File: src/hcs_pkg.sv
package hcs_pkg;

  // ----------------------------------------
  // control register layout
  // ----------------------------------------
  localparam int unsigned HCS_M_BIT = 0;
  localparam int unsigned HCS_A_BIT = 1;
  localparam int unsigned HCS_C_BIT = 2;
  localparam int unsigned HCS_BEN_BIT = 5;
  localparam int unsigned HCS_ITD_BIT = 7;
  localparam logic [31:0] HCS_CTRL_RW_MASK = 32'h000000A7;
  localparam logic [31:0] HCS_CTRL_ONES = 32'h00000018;
  localparam logic [31:0] HCS_CTRL_RESET = 32'h00000000;

  // ----------------------------------------
  // coprocessor access encoding
  // ----------------------------------------
  localparam logic [3:0] HCS_COPROC = 4'hF;
  localparam logic [2:0] HCS_OPC1 = 3'h4;
  localparam logic [2:0] HCS_OPC2 = 3'h0;
  localparam logic [3:0] HCS_CRN = 4'h1;
  localparam logic [3:0] HCS_CRM = 4'h0;
  localparam logic [3:0] HCS_SYN_CRN = 4'h5;
  localparam logic [3:0] HCS_SYN_CRM = 4'h2;
  localparam logic [1:0] HCS_EL1 = 2'h1;
  localparam logic [1:0] HCS_EL2 = 2'h2;

  // ----------------------------------------
  // syndrome layout and exception classes
  // ----------------------------------------
  localparam int unsigned HCS_EC_LSB = 26;
  localparam logic [15:0] HCS_RSTR_MASK = 16'hFC87;
  localparam logic [15:0] HCS_RSTR_PAT = 16'h4487;
  localparam logic [5:0] HCS_EC_UNKNOWN = 6'h00;
  localparam logic [5:0] HCS_EC_WAIT = 6'h01;
  localparam logic [5:0] HCS_EC_CP15 = 6'h03;
  localparam logic [5:0] HCS_EC_CP15_DBL = 6'h04;
  localparam logic [5:0] HCS_EC_CP14 = 6'h05;
  localparam logic [5:0] HCS_EC_LDST = 6'h06;
  localparam logic [5:0] HCS_EC_SIMD = 6'h07;
  localparam logic [5:0] HCS_EC_FPID = 6'h08;
  localparam logic [5:0] HCS_EC_CP14_DBL = 6'h0C;
  localparam logic [5:0] HCS_EC_ILLRET = 6'h0E;
  localparam logic [5:0] HCS_EC_SVC = 6'h11;
  localparam logic [5:0] HCS_EC_HVC = 6'h12;
  localparam logic [5:0] HCS_EC_PABT_LO = 6'h20;
  localparam logic [5:0] HCS_EC_PABT_SAME = 6'h21;
  localparam logic [5:0] HCS_EC_PCALIGN = 6'h22;
  localparam logic [5:0] HCS_EC_DABT_LO = 6'h24;
  localparam logic [5:0] HCS_EC_DABT_SAME = 6'h25;

  typedef enum logic [3:0] {
    HCS_EV_UNKNOWN, HCS_EV_WAIT, HCS_EV_CP15, HCS_EV_CP15_DBL, HCS_EV_CP14,
    HCS_EV_LDST, HCS_EV_SIMD, HCS_EV_FPID, HCS_EV_CP14_DBL, HCS_EV_ILLRET,
    HCS_EV_SVC, HCS_EV_HVC, HCS_EV_PABT, HCS_EV_PCALIGN, HCS_EV_DABT
  } hcs_event_t;

  typedef struct packed {
    logic valid;
    logic write;
    logic [1:0] el;
    logic [3:0] coproc;
    logic [2:0] opc1;
    logic [2:0] opc2;
    logic [3:0] crn;
    logic [3:0] crm;
    logic [31:0] wdata;
  } hcs_sysreg_t;

  typedef struct packed {
    logic valid;
    hcs_event_t kind;
    logic lower_el;
    logic cond_pass;
    logic simd_absent;
    logic report_unknown;
    logic [24:0] detail;
  } hcs_exc_t;

  typedef struct packed {
    logic valid;
    logic at_el2;
    logic in_it;
    logic it_as_32;
    logic [15:0] hw;
    logic [15:0] hw2;
    logic is_barrier;
  } hcs_insn_t;

  typedef struct packed {
    logic valid;
    logic at_el2;
    logic exclusive;
    logic [31:0] addr;
    logic [2:0] size_log2;
  } hcs_mem_t;

endpackage

File: src/hcs_control_syndrome.sv
`timescale 1ns/1ps
// Summary of operation
// RULE1 - it restriction undefines restricted patterns in blocks
// RULE2 - undefined lands on second half or pair
// RULE3 - absent it restriction reads zero, ignores writes
// RULE4 - barrier enable gates coprocessor barrier instructions
// RULE5 - absent barrier enable reads one, ignores writes
// RULE6 - bit two gates hypervisor data cacheability
// RULE7 - bit one enables alignment checks, abort
// RULE8 - clear bit one skips ordinary alignment checks
// RULE9 - exclusive and acquire release always checked
// RULE10 - bit zero enables protection unit
// RULE11 - coprocessor encoding reaches control register at el2
// RULE12 - group trap sends kernel accesses to hypervisor
// RULE13 - syndrome register is thirty-two bits wide
// RULE14 - syndrome top six bits hold class
// RULE15 - unknown and wait classes, failed waits ignored
// RULE16 - coprocessor fifteen and fourteen transfer classes
// RULE17 - load store, simd, fp read classes
// RULE18 - missing simd reports unknown class
// RULE19 - double read, illegal return, pc alignment
// RULE20 - supervisor and hypervisor call classes
// RULE21 - prefetch abort classes by level
// RULE22 - data abort classes by level
// RULE23 - software avoids reserved class values
// RULE24 - bit six zero, bits four three one
module hcs_control_syndrome import hcs_pkg::*; #(
  parameter bit HAS_ITD = 1'b1,
  parameter bit HAS_BEN = 1'b1
) (
  input wire logic ref_clk_i,
  input wire logic resetn_i,
  input wire hcs_sysreg_t sysreg_i,
  input wire logic group1_trap_i,
  output logic [31:0] sysreg_rdata_o,
  output logic sysreg_ack_o,
  output logic sysreg_undef_o,
  output logic sysreg_trap_o,
  input wire hcs_exc_t exc_i,
  input wire hcs_insn_t insn_i,
  output logic insn_undef_o,
  input wire hcs_mem_t mem_i,
  output logic align_fault_o,
  output logic [31:0] hyp_exception_syndrome_o,
  output logic data_cacheable_o,
  output logic protection_unit_en_o
);

  // ----------------------------------------
  // register access decode
  // ----------------------------------------
  logic [31:0] ctrl_q;
  logic [31:0] ctrl_d;
  logic [31:0] syn_q;
  logic [31:0] syn_d;
  logic [31:0] ctrl_view;
  logic [31:0] wmask;
  logic [31:0] rdata_q;
  logic [31:0] rdata_d;
  logic enc_common;
  logic hit;
  logic is_syn;
  logic any_hit;
  logic el2_ok;
  logic trap;
  logic ack_q;
  logic ack_d;
  logic undef_q;
  logic undef_d;
  logic trapo_q;
  logic trapo_d;
  logic cap_en;
  logic [5:0] cap_ec;
  logic sw_ctrl_wr;
  logic sw_syn_wr;
  logic sw_rd;

  // syndrome sits in a spare slot of the same space, so one compare serves both
  always_comb begin
    enc_common = sysreg_i.valid;
    if (sysreg_i.coproc != HCS_COPROC) begin
      enc_common = 1'b0;
    end
    if (sysreg_i.opc1 != HCS_OPC1) begin
      enc_common = 1'b0;
    end
    if (sysreg_i.opc2 != HCS_OPC2) begin
      enc_common = 1'b0;
    end
    hit = enc_common && sysreg_i.crn == HCS_CRN && sysreg_i.crm == HCS_CRM; // [RULE11]
    is_syn = enc_common && sysreg_i.crn == HCS_SYN_CRN && sysreg_i.crm == HCS_SYN_CRM;
    any_hit = hit || is_syn;
    el2_ok = sysreg_i.el == HCS_EL2; // [RULE11]
    // the group trap covers the control register group only
    trap = hit && sysreg_i.el == HCS_EL1 && group1_trap_i; // [RULE12]
    sw_ctrl_wr = hit && el2_ok && sysreg_i.write;
    sw_syn_wr = is_syn && el2_ok && sysreg_i.write;
    sw_rd = any_hit && el2_ok && !sysreg_i.write;
  end

  // ----------------------------------------
  // implemented bits and read view
  // ----------------------------------------
  always_comb begin
    wmask = HCS_CTRL_RW_MASK;
    if (!HAS_ITD) begin
      wmask[HCS_ITD_BIT] = 1'b0; // [RULE3]
    end
    if (!HAS_BEN) begin
      wmask[HCS_BEN_BIT] = 1'b0; // [RULE5]
    end
  end

  // fixed-one bits come from a constant, so no stored value can clear them
  for (genvar b = 0; b < $bits(ctrl_view); b++) begin : g_view
    assign ctrl_view[b] = (!HAS_BEN && b == HCS_BEN_BIT) ? 1'b1 // [RULE5]
      : ((ctrl_q[b] & wmask[b]) | HCS_CTRL_ONES[b]); // [RULE24]
  end

  // ----------------------------------------
  // control register
  // ----------------------------------------
  always_comb begin
    ctrl_d = ctrl_q;
    if (sw_ctrl_wr) begin
      ctrl_d = sysreg_i.wdata & wmask; // [RULE3] [RULE5] [RULE24]
    end
  end

  // bits with an unknown reset still start at zero to keep simulation defined
  always_ff @(posedge ref_clk_i or negedge resetn_i) begin
    if (!resetn_i) begin
      ctrl_q <= HCS_CTRL_RESET; // [RULE6] [RULE10]
    end else begin
      ctrl_q <= ctrl_d;
    end
  end

  // ----------------------------------------
  // syndrome capture
  // ----------------------------------------
  function automatic logic [5:0] ec_of(input hcs_exc_t e);
    logic [5:0] ec;
    ec = HCS_EC_UNKNOWN; // [RULE15]
    case (e.kind)
      HCS_EV_WAIT: begin
        ec = HCS_EC_WAIT; // [RULE15]
      end
      HCS_EV_CP15: begin
        ec = e.report_unknown ? HCS_EC_UNKNOWN : HCS_EC_CP15; // [RULE16]
      end
      HCS_EV_CP15_DBL: begin
        ec = e.report_unknown ? HCS_EC_UNKNOWN : HCS_EC_CP15_DBL; // [RULE16]
      end
      HCS_EV_CP14: begin
        ec = HCS_EC_CP14; // [RULE16]
      end
      HCS_EV_LDST: begin
        ec = HCS_EC_LDST; // [RULE17]
      end
      HCS_EV_SIMD: begin
        ec = e.simd_absent ? HCS_EC_UNKNOWN : HCS_EC_SIMD; // [RULE17] [RULE18]
      end
      HCS_EV_FPID: begin
        ec = HCS_EC_FPID; // [RULE17]
      end
      HCS_EV_CP14_DBL: begin
        ec = HCS_EC_CP14_DBL; // [RULE19]
      end
      HCS_EV_ILLRET: begin
        ec = HCS_EC_ILLRET; // [RULE19]
      end
      HCS_EV_PCALIGN: begin
        ec = HCS_EC_PCALIGN; // [RULE19]
      end
      HCS_EV_SVC: begin
        ec = HCS_EC_SVC; // [RULE20]
      end
      HCS_EV_HVC: begin
        ec = HCS_EC_HVC; // [RULE20]
      end
      HCS_EV_PABT: begin
        ec = e.lower_el ? HCS_EC_PABT_LO : HCS_EC_PABT_SAME; // [RULE21]
      end
      HCS_EV_DABT: begin
        ec = e.lower_el ? HCS_EC_DABT_LO : HCS_EC_DABT_SAME; // [RULE22]
      end
      default: begin
        ec = HCS_EC_UNKNOWN;
      end
    endcase
    return ec;
  endfunction

  always_comb begin
    cap_en = exc_i.valid;
    if (exc_i.kind == HCS_EV_WAIT && !exc_i.cond_pass) begin
      cap_en = 1'b0; // [RULE15]
    end
    cap_ec = ec_of(exc_i); // [RULE14]
  end

  always_comb begin
    syn_d = syn_q;
    if (sw_syn_wr) begin
      syn_d = sysreg_i.wdata; // [RULE13]
    end
    // hardware capture wins over a software write in the same cycle
    if (cap_en) begin
      syn_d = {cap_ec, 1'b1, exc_i.detail}; // [RULE14]
    end
  end

  // syndrome reset is a defined zero although software may not rely on it
  always_ff @(posedge ref_clk_i or negedge resetn_i) begin
    if (!resetn_i) begin
      syn_q <= 32'h00000000;
    end else begin
      syn_q <= syn_d;
    end
  end

  // ----------------------------------------
  // access response
  // ----------------------------------------
  always_comb begin
    ack_d = any_hit && el2_ok; // [RULE11]
    undef_d = any_hit && !el2_ok && !trap; // [RULE11]
    trapo_d = trap; // [RULE12]
    rdata_d = rdata_q;
    if (sw_rd) begin
      if (hit) begin
        rdata_d = ctrl_view;
      end else begin
        rdata_d = syn_q;
      end
    end
  end

  always_ff @(posedge ref_clk_i or negedge resetn_i) begin
    if (!resetn_i) begin
      ack_q <= 1'b0;
      undef_q <= 1'b0;
      trapo_q <= 1'b0;
      rdata_q <= 32'h00000000;
    end else begin
      ack_q <= ack_d;
      undef_q <= undef_d;
      trapo_q <= trapo_d;
      rdata_q <= rdata_d;
    end
  end

  // ----------------------------------------
  // instruction checks
  // ----------------------------------------
  logic it_block_restrict;
  logic ben;
  logic restricted;
  logic [15:0] pick_hw;
  logic [2:0] lowmask;
  logic misaligned;
  logic plain_chk;

  always_comb begin
    it_block_restrict = ctrl_view[HCS_ITD_BIT];
    ben = ctrl_view[HCS_BEN_BIT];
    // the pair view judges the second half, where the undefined result lands
    if (insn_i.it_as_32) begin
      pick_hw = insn_i.hw2; // [RULE2]
    end else begin
      pick_hw = insn_i.hw;
    end
    restricted = (pick_hw & HCS_RSTR_MASK) == HCS_RSTR_PAT; // [RULE1]
    insn_undef_o = 1'b0;
    if (insn_i.valid && insn_i.at_el2) begin
      if (it_block_restrict && insn_i.in_it && restricted) begin
        insn_undef_o = 1'b1; // [RULE1] [RULE2]
      end
      if (insn_i.is_barrier && !ben) begin
        insn_undef_o = 1'b1; // [RULE4]
      end
    end
  end

  // ----------------------------------------
  // memory checks
  // ----------------------------------------
  // elements wider than eight bytes are only checked on their low three bits
  always_comb begin
    case (mem_i.size_log2)
      3'h0: begin
        lowmask = 3'h0;
      end
      3'h1: begin
        lowmask = 3'h1;
      end
      3'h2: begin
        lowmask = 3'h3;
      end
      default: begin
        lowmask = 3'h7;
      end
    endcase
    misaligned = |(mem_i.addr[2:0] & lowmask);
    // exclusive and acquire/release ignore both the enable and the level
    plain_chk = mem_i.at_el2 && ctrl_view[HCS_A_BIT]; // [RULE7] [RULE8]
    align_fault_o = mem_i.valid && misaligned && (mem_i.exclusive || plain_chk); // [RULE9]
  end

  // ----------------------------------------
  // outputs
  // ----------------------------------------
  assign sysreg_rdata_o = rdata_q;
  assign sysreg_ack_o = ack_q;
  assign sysreg_undef_o = undef_q;
  assign sysreg_trap_o = trapo_q;
  assign hyp_exception_syndrome_o = syn_q; // [RULE13]
  assign data_cacheable_o = ctrl_view[HCS_C_BIT]; // [RULE6]
  assign protection_unit_en_o = ctrl_view[HCS_M_BIT]; // [RULE10]

endmodule

File: config.mk
export PLATFORM = sky130hd
export DESIGN_NAME = hcs_control_syndrome
export DESIGN_NICKNAME = d
export VERILOG_FILES = /design/src/hcs_pkg.sv /design/src/hcs_control_syndrome.sv
export SDC_FILE = /design/constraint.sdc
export NUM_CORES = 1
export LEC_CHECK = 0
export BUFFER_PORTS_ARGS = -buffer_cell sky130_fd_sc_hd__buf_2
export CORE_UTILIZATION = 40
export DETAILED_ROUTE_END_ITERATION = 12
export PLACE_DENSITY = 0.74
export REMOVE_ABC_BUFFERS = 1
export SYNTH_ARGS = -nofsm -noshare
export SYNTH_HDL_FRONTEND = slang
export SYNTH_SLANG_ARGS = --single-unit
File: constraint.sdc
create_clock -name ref_clk_i -period 1.95 [get_ports ref_clk_i]
set_input_delay 0.2925 -clock ref_clk_i [delete_from_list [all_inputs] [get_ports ref_clk_i]]
set_output_delay 0.2925 -clock ref_clk_i [all_outputs]
set_load 0.02 [all_outputs]
==> results of run 1 <==
-- layer usage --
metal  share of wire, %  track usage, %  vias to the layer above
li1                   -               -                     1871
met2                 51            40.7                      192
met5                  0               0                        -
met4                2.4            11.2                        0
met3                6.4            3.86                       22
met1                 40            26.7                     1888
-- cell type report --
type	count	area share [%]
Sequential cell	72	32.8
Tap cell	133	3.03
Clock inverter	3	1.19
Timing Repair Buffer	219	22.1
Inverter	4	0.274
Multi-Input combinational cell	295	37.9
Clock buffer	13	2.71
-- power by group --
| part | internal, mW | total (mW) | switching [mW] |
|---|---|---|---|
| combinational | 0.273 | 0.617 | 0.344 |
| clock | 0.756 | 1.31 | 0.554 |
| sequential | 1.56 | 1.60 | 0.0462 |
-- kinds of logic (layout without fill, tap and decap cells) --
| kind of cell | count (synthesis) | in the layout | share of synthesized area [%] |
|---|---|---|---|
| AO/OA/AOI/OAI | 112 | 112 | 16.1 |
| buffers and inverters | 40 | 239 | 4.53 |
| flip-flops | 72 | 72 | 44.4 |
| multiplexers | 43 | 43 | 14.4 |
| AND/OR/NAND/NOR | 140 | 140 | 20.6 |
-- timing repair --
| item | in CTS | in global routing |
|---|---|---|
| hold endpoints to repair | 29 | 0 |
| hold buffers | 1 | 0 |
| setup endpoints to repair | 0 | 0 |
-- sequential cells by signal (all words and copies together), names as in the netlist --
name	count
sysreg_undef_o	1
ctrl_q	5
sysreg_rdata_o	32
hyp_exception_syndrome_o	32
sysreg_ack_o	1
sysreg_trap_o	1
-- metrics by stage --
stage	power, mW	utilization (%)	TNS (ns)
6_report	3.53	55.9	0
5_1_grt	3.68	55.9	0
4_1_cts	3.56	55.9	0
3_5_place_dp	2.25	53.6	-0.412
3_3_place_gp	2.23	53.6	-0.305
2_1_floorplan	1.91	-	-66.21
-- how the worst max path moves through the flow --
stage	from	endpoint	slack [ns]	cells after the start
floorplan	sysreg_i[38]	sysreg_rdata_o[24]	-2.05	4
detailed placement	sysreg_i[44]	sysreg_rdata_o[24]	-0.05	7
CTS	insn_i[28]	insn_undef_o	0.32	6
global placement	sysreg_i[44]	sysreg_rdata_o[24]	-0.05	7
global route	sysreg_i[44]	sysreg_rdata_o[24]	0.21	7
finish	sysreg_i[44]	sysreg_rdata_o[24]	0.30	7
-- cell usage in the layout, fill, tap and decap left out, types with 10 or more instances in the layout --
| cell type | n |
|---|---|
| mux2_4 | 28 |
| o21ai_0 | 33 |
| nor2b_1 | 31 |
| nor2_1 | 36 |
| a31oi_1 | 33 |
| clkbuf_8 | 10 |
| buf_2 | 194 |
| mux2_2 | 12 |
| dfrtp_1 | 72 |
| buf_4 | 20 |
| and3_1 | 28 |
| a21oi_1 | 30 |
==> reports/metrics.cfg, run 1 <==
[synth]
synth_top_area_cell=dfrtp_1
yosysMostFrequentCell=dfrtp_1
ys_top_cells_by_area=dfrtp_1, mux2_4, a31oi_1
yosys_warnings=0
synth_flop_cell=dfrtp_1
yosysUniqueCellTypes=43
synth_top_area_share_pct=44.4
synth_edf_count=0
synth-seq-cells=72
syn_avg_cell_area_um2=9.97
syn-cell-area_um2=4060
synth-async-reset-ratio_pct=100
ys_seq_area_share_pct=44.4
synth_common_cells=dfrtp_1, nor2_1, a31oi_1, o21ai_0, nor2b_1
netlist_instances=407

[critical_path]
crit_fanout=15
crit_arrival_ns=1.89
worstSetupPathType=in2reg
critical_path_buf_inv_count=3
reg2reg_from=hyp_exception_syndrome_o[1]
r2r_cells=2
setup.worst_path.start_class=input pin
end_kind=flip-flop
slowest_delay_ns=0.35
regToRegSetupSlack_ns=0.92
slowest_stage=mux2_2
crit_family=simple AND/OR/NAND/NOR gates
worstPathRequired_ns=2.18
crit_path_cell_trace=buf_2 -> nor4b_1 -> buf_4 -> nand2_1 -> nor4_4 -> buf_12 -> mux2_2
r2r_end=sysreg_rdata_o[1]

[clock_tree]
cts_root_buf=clkbuf_8
clock_path_buffers=2
cts-resized-gates=0
cts.sinks=72
insertion_delay_ns=0.35
cts_buffers=9
post_cts_buffers=0
tritoncts=done
clkSlewWorstSetupHoldPaths_ns=0.07
h-tree-depth=3

[detailed_routing]
initialDrtViolationCount=107
num_vias=3973
dr.pass1.iters=4
vias_per_cell=5.38
finalWirelength_um=11900
drcViolationCount=0
postRouteAntennaNets=0
routedWlPerCell_um=16.1

[finish]
layout-drive-gt1-share_pct=45.9
design_area_um2=5490
regArea_um2=1800
multi_input_area_um2=2080
instances_no_fill=739
nFillCells=913
num-nets-final=767
n_antenna_cell=0
area_growth_pct=35.2

[timing]
rsz0062_at_grt=false
finalClockSkew_ns=0.00833
slew_viol_final=0
fin_crit_ns=1.65
timing.fmax_mhz=606
relSlewSlack_pct=68.2
finalSetupViolCount=0
worst_slack_ns=0.299
hold_violations=0
timing.hold.ws_ns=0.188
period_share_pct=84.7
worst_pin_slew_ns=0.473

[placement]
portBuffers=195
pre_cts_ws_ns=-0.0529
gp_congestion=0.836
hpwl_um=8750
placed_area_um2=5260
dp.cells=722

[die]
start_util_pct=41.3
die-area_um2=10600
rows=36
die_x_um=103
die_y_um=103
pin_count=237
core_region_area_um2=9820

[global_route]
grt_usage_pct=22.9
grt_max_degree=44
grt_pass1_wl_um=18400
antenna_found_initial=0
overflow=0
grt_pass1_vias=3873

[pwr]
p_leak_nw=2.83
ir_worst_vdd_mv=0.271
power_density_nw_per_um2=643

[min_path]
hp-class=in2reg
worstHoldPathCells=2
hold_start=sysreg_i[7]
min_to=ctrl_q[7]

[flow_run]
max_cap_viol_count=0

[status]
status=finished clean

Note: power is estimated with default switching activity, not from simulation.
==> inputs of run 2 (changes only) <==
--- a/config.mk
+++ b/config.mk
@@ -8,7 +8,7 @@
 export BUFFER_PORTS_ARGS = -buffer_cell sky130_fd_sc_hd__buf_2
 export CORE_UTILIZATION = 40
 export DETAILED_ROUTE_END_ITERATION = 12
-export PLACE_DENSITY = 0.74
+export PLACE_DENSITY = 0.77
 export REMOVE_ABC_BUFFERS = 1
 export SYNTH_ARGS = -nofsm -noshare
 export SYNTH_HDL_FRONTEND = slang
==> constraint.sdc (replaced) <==
create_clock -name ref_clk_i -period 1.35 [get_ports ref_clk_i]
set_input_delay 0.2025 -clock ref_clk_i [delete_from_list [all_inputs] [get_ports ref_clk_i]]
set_output_delay 0.2025 -clock ref_clk_i [all_outputs]
set_load 0.02 [all_outputs]
==> run 2 against run 1 <==
  * The run now ends with setup timing left
  * Register-to-register slack got worse by 0.76 ns
  * Clock power rose by 24%
  * Power increased by 38%
  * Worst setup slack lost 0.41 ns
  * Routed wire length rose by 9.5%
  * Die area stayed put
  * Critical endpoint is now sysreg_rdata_o[31]
  * Largest cell class unchanged
  * Largest power group unchanged
==> reports/metrics.cfg, run 2 (synthesized netlist as in run 1, its figures left out) <==
[clock_tree]
tritoncts=done
cts_buffers=9  ; unchanged
cts.sinks=72  ; unchanged
clkSlewWorstSetupHoldPaths_ns=0.08  ; about the same
insertion_delay_ns=0.33  ; -0.02 ns
clock_path_buffers=2  ; unchanged
cts_root_buf=clkbuf_8
h-tree-depth=3  ; unchanged

[critical_path]
worstSetupPathType=in2reg
r2r_cells=3  ; +1
critPathLaunch=sysreg_i[39]
critical_path_buf_inv_count=3  ; unchanged
endpoint=sysreg_rdata_o[31]
crit_top_cell=buf_6
crit_family=simple AND/OR/NAND/NOR gates
crit_arrival_ns=1.68  ; -0.21 ns
worstPathRequired_ns=1.57  ; -0.61 ns
setup.worst_path.start_class=input pin
crit_path_cell_trace=buf_6 -> nor4b_4 -> nand3_2 -> nor4_4 -> buf_6 -> clkbuf_16 -> mux2_4
crit_fanout=8  ; -7
regToRegSetupSlack_ns=0.16  ; -0.76 ns
slowest_delay_ns=0.30  ; -0.05 ns
end_kind=flip-flop
slowest_stage=nor4b_4
r2r_end=sysreg_rdata_o[1]
cp.depth=7  ; unchanged
reg2reg_from=ctrl_q[1]

[detailed_routing]
wl_met3_um=754  ; -1.3%
postRouteAntennaNets=0  ; unchanged
routedWlPerCell_um=17.2  ; +7.0%
finalWirelength_um=13000  ; +9.5%
drcViolationCount=0  ; unchanged
num_vias=4066  ; +2.3%
initialDrtViolationCount=134  ; +25%
route.met2.wl_um=6750  ; +11%
drt-met1-wl_um=5320  ; +11%
top_layer=met4
vias_per_cell=5.38  ; about the same
dr.pass1.iters=4  ; unchanged

[die]
rows=36  ; unchanged
core_region_area_um2=9820  ; unchanged
die-area_um2=10600  ; unchanged
pin_count=237  ; unchanged
die_y_um=103  ; unchanged
die_x_um=103  ; unchanged
start_util_pct=41.3  ; unchanged

[global_route]
grt_pass1_wl_um=19500  ; +6.1%
grt_usage_pct=24.3  ; +1.4 points
overflow=0  ; unchanged
antenna_found_initial=0  ; unchanged
grt_max_degree=73  ; +66%
grt_pass1_vias=3966  ; +2.4%

[finish]
mostFrequentLayoutCells=buf_2, dfrtp_1, nor2_1
area_growth_pct=43.1
n_antenna_cell=0  ; unchanged
num-nets-final=784  ; +2.2%
utilization_pct=59.1  ; +3.3 points
layout_commonest_cell=buf_2
layout-drive-gt1-share_pct=49.3  ; +3.4 points

[pwr]
total_power_mw=4.88  ; +38%
power_density_nw_per_um2=840  ; +31%
ir_worst_vdd_mv=0.482  ; +78%
p_leak_nw=2.97  ; +5.0%

[status]
violations=setup timing
status=finished with violations

[timing]
worst_slack_ns=-0.116  ; -0.415 ns
rsz0062_at_grt=true
timing.fmax_mhz=682
hold_violations=0  ; unchanged
timing.hold.ws_ns=0.115  ; -0.0733 ns
relSlewSlack_pct=73.2  ; +5.0 points
worst_pin_slew_ns=0.398  ; -0.0750 ns
fin_crit_ns=1.47
finalSetupViolCount=34  ; +34
finalClockSkew_ns=0.0113  ; +0.00293 ns
slew_viol_final=0  ; unchanged
period_share_pct=109

[placement]
gp_congestion=0.855  ; +2.3%
hpwl_um=8800  ; +0.58%
portBuffers=195  ; unchanged

[min_path]
hp-class=in2reg
worstHoldPathCells=2  ; unchanged

[flow_run]
max_cap_viol_count=0  ; unchanged

[run 2: cell count changes in the layout (fill, tap and decap cells not counted), sizes merged]
cell,before,now
buf,218,234
bufinv,2,0
clkinv,1,2
clkinvlp,0,1
inv,4,5
[run 2: worst min-delay path by stage]
stage / slack, ns / start / endpoint
after floorplan: -0.09 / resetn_i / ctrl_q[0]
after global placement: 0.24 / resetn_i / sysreg_rdata_o[12]
after detailed placement: 0.25 / resetn_i / sysreg_rdata_o[4]
after CTS: 0.10 / sysreg_i[5] / ctrl_q[5]
after global routing: 0.11 / sysreg_i[7] / ctrl_q[7]
final: 0.12 / sysreg_i[5] / ctrl_q[5]
[run 2: final cells by class]
class,count,area (µm²)
clock buffers,12,165
clock inverters,4,26.3
fillers,902,4010
inverters,4,15.0
multi-input cells,295,2160
flip-flops and latches,72,1800
well taps,133,166
repair buffers,236,1480
[run 2: routing by layer]
layer | GRT usage (%) | up-vias
met4 | 8.13 | 0
met2 | 44.1 | 164
met5 | 0 | -
li1 | - | 1908
met1 | 29.1 | 1977
met3 | 4.07 | 17
[run 2: timing repair]
item	4_1_cts	5_1_grt
hold endpoints to repair	72	0
buffers inserted	4	2
pin swaps	1	4
hold buffers	1	0
cloned	2	1
setup endpoints to repair	37	59
gates resized for setup	16	34
[run 2: where the power goes]
part | internal (mW) | switching [mW] | leakage [nW]
logic | 0.424 | 0.507 | 1.97
clock network | 0.820 | 0.811 | 0.0988
registers | 2.25 | 0.0690 | 0.909
[run 2: per-stage QoR]
step	cell area (µm²)	setup slack, ns	TNS [ns]	cells
2_1_floorplan	3890	-2.56	-102.77	371
3_3_place_gp	5340	-0.468	-23.49	730
3_5_place_dp	5340	-0.518	-27.02	730
4_1_cts	5690	-0.0978	-2.34	753
5_1_grt	5810	-0.158	-3.77	756
6_report	5810	-0.116	-2.95	756
==> inputs of run 3 (changes only) <==
--- a/config.mk
+++ b/config.mk
@@ -5,6 +5,7 @@
 export SDC_FILE = /design/constraint.sdc
 export NUM_CORES = 1
 export LEC_CHECK = 0
+export ABC_AREA = 1
 export BUFFER_PORTS_ARGS = -buffer_cell sky130_fd_sc_hd__buf_2
 export CORE_UTILIZATION = 40
 export DETAILED_ROUTE_END_ITERATION = 12
==> run 3 against run 2 <==
  * The run still ends with setup timing left
  * Power rose by 1.9%
  * Global-route usage fell by 3.6 points
  * Non-clock buffer count is 1 lower
  * Critical endpoint is now align_fault_o
==> reports/metrics.cfg, run 3 <==
[detailed_routing]
postRouteAntennaNets=0  ; unchanged
finalWirelength_um=10900  ; -16%
dr.pass1.iters=4  ; unchanged
initialDrtViolationCount=147  ; +9.7%
drcViolationCount=0  ; unchanged
num_vias=4134  ; +1.7%
routedWlPerCell_um=12.0  ; -30%
vias_per_cell=4.56  ; -15%

[finish]
nFillCells=965  ; +7.0%
num-nets-final=936  ; +19%
mostFrequentLayoutCells=nand2_1, buf_2, dfrtp_1
layout-drive-gt1-share_pct=42.5  ; -6.8 points
area_growth_pct=37.3
n_antenna_cell=0  ; unchanged
layout_commonest_cell=nand2_1
instances_no_fill=907  ; +20%

[critical_path]
worstPathRequired_ns=1.15  ; -0.42 ns
critical_path_buf_inv_count=2  ; -1
slowest_stage=dfrtp_1
crit_arrival_ns=1.18  ; -0.50 ns
slowest_delay_ns=0.35  ; +0.05 ns
setup.worst_path.start_class=flip-flop
r2r_end=sysreg_rdata_o[1]
end_kind=primary output
crit_family=flip-flops
crit_fanout=2  ; -6
worstSetupPathType=reg2out
reg2reg_from=ctrl_q[1]
r2r_cells=5  ; +2
crit_path_cell_trace=nand2_1 -> inv_1 -> o21ai_2 -> a221oi_2 -> buf_4
regToRegSetupSlack_ns=0.47  ; +0.31 ns

[clock_tree]
tritoncts=done
cts_root_buf=clkbuf_8
h-tree-depth=3  ; unchanged
clock_path_buffers=2  ; unchanged
cts.sinks=72  ; unchanged
clkSlewWorstSetupHoldPaths_ns=0.07  ; about the same
insertion_delay_ns=0.33  ; about the same
cts_buffers=9  ; unchanged

[die]
die_y_um=104  ; +1.3%
pin_count=237  ; unchanged
start_util_pct=42.0  ; +0.70 points
core_region_area_um2=9910  ; +0.92%
die-area_um2=10800  ; +2.6%
die_x_um=104  ; +1.3%
rows=36  ; unchanged

[global_route]
overflow=0  ; unchanged
grt_pass1_wl_um=18300  ; -6.6%
grt_usage_pct=20.7  ; -3.6 points
antenna_found_initial=0  ; unchanged
grt_max_degree=73  ; unchanged
grt_pass1_vias=4028  ; +1.6%

[timing]
worst_slack_ns=-0.0337  ; +0.0823 ns
hold_violations=0  ; unchanged
relSlewSlack_pct=74.7  ; +1.5 points
rsz0062_at_grt=true
timing.fmax_mhz=723  ; +5.9%
fin_crit_ns=1.38  ; -0.0823 ns
period_share_pct=102  ; -6.1 points
finalClockSkew_ns=0.0111  ; -0.000146 ns
slew_viol_final=0  ; unchanged
worst_pin_slew_ns=0.379  ; -0.0182 ns
finalSetupViolCount=1  ; -97%
timing.hold.ws_ns=0.133  ; +0.0174 ns

[placement]
gp_congestion=0.796  ; -7.0%
hpwl_um=8510  ; -3.3%
portBuffers=195  ; unchanged
dp.cells=888  ; +22%

[status]
status=finished with violations
violations=setup timing

[synth]
synth_flop_cell=dfrtp_1
synth_top_area_share_pct=43.3  ; -1.1 points
syn_avg_cell_area_um2=7.63  ; -24%
netlist_instances=546  ; +34%
synth-seq-cells=72  ; unchanged
yosys_warnings=0  ; unchanged
ys_top_cells_by_area=dfrtp_1, nand2_1, o21ai_2
ys_seq_area_share_pct=43.3  ; -1.1 points
yosysMostFrequentCell=nand2_1
syn-cell-area_um2=4160  ; +2.6%
synth_top_area_cell=dfrtp_1
synth_edf_count=0  ; unchanged
synth-async-reset-ratio_pct=100  ; unchanged
synth_common_cells=nand2_1, dfrtp_1, inv_1
yosysUniqueCellTypes=31  ; -28%

[pwr]
ir_worst_vdd_mv=0.541  ; +12%
power_density_nw_per_um2=869  ; +3.5%
p_leak_nw=3.35  ; +13%
total_power_mw=4.97  ; +1.9%

[min_path]
min_to=ctrl_q[7]
hp-class=in2reg
hold_start=sysreg_i[7]
worstHoldPathCells=3  ; +1

[flow_run]
max_cap_viol_count=0  ; unchanged

==> run 3: final cells by class <==
type | instances | area [µm²] | area share (%)
Tap cell | 133 | 166 | 2.91
Inverter | 54 | 205 | 3.59
Timing Repair Buffer | 235 | 1400 | 24.5
Multi-Input combinational cell | 398 | 1970 | 34.4
Clock buffer | 11 | 141 | 2.47
Sequential cell | 72 | 1800 | 31.5
Clock inverter | 4 | 31.3 | 0.547
==> run 3: routing by layer <==
metal,part of all wire (%),global-route usage [%],wire (µm)
met3,5.6,4.01,606
met1,46,26.7,4990
met5,0,0,0
met2,47,35.0,5140
met4,1.5,6.53,165
==> run 3: how the worst max path moves through the flow <==
stage / from / end / cells after the start
floorplan: sysreg_i[41] / hyp_exception_syndrome_o[26] / 8
CTS: ctrl_q[1] / align_fault_o / 5
detailed placement: sysreg_i[41] / sysreg_rdata_o[4] / 10
global placement: sysreg_i[41] / sysreg_rdata_o[11] / 10
global route: ctrl_q[1] / align_fault_o / 5
finish: ctrl_q[1] / align_fault_o / 5
==> run 3: worst min-delay path: stages <==
cell and delay (ns):
buf_2 0.10, nand3_1 0.07, nand2_1 0.06
==> run 3: timing repair <==
item | CTS | global route
hold endpoints to repair | 72 | 0
hold buffers | 1 | 0
setup buffers | 2 | 1
endpoints found under the setup margin | 2 | 2
pin swaps | 1 | 1
resized for setup | 2 | 6
==> run 3: cell families after synthesis <==
group                  count (synthesis)  synth area share, %
buffers and inverters                 76                 9.92
and+or+nand+nor                      353                 39.2
DFF                                   72                 43.3
AOI/OAI and AO/OA                     45                 7.60
==> run 3: power breakdown <==
part           internal, mW  switching, mW  total [mW]
Sequential             2.27         0.0641        2.33
Clock                 0.715          0.783        1.50
Combinational         0.468          0.674        1.14
Total                  3.45           1.52        4.97
==> run 3: per-stage QoR <==
stage	setup WS [ns]	TNS (ns)	area, µm²	utilization (%)
global route	-0.133	-0.153	5720	57.7
floorplan	-0.286	-9.18	3960	-
detailed placement	-0.114	-4.64	5480	55.3
CTS	-0.117	-0.117	5680	57.4
global placement	-0.0795	-3.32	5480	55.3
finish	-0.0337	-0.0337	5720	57.7
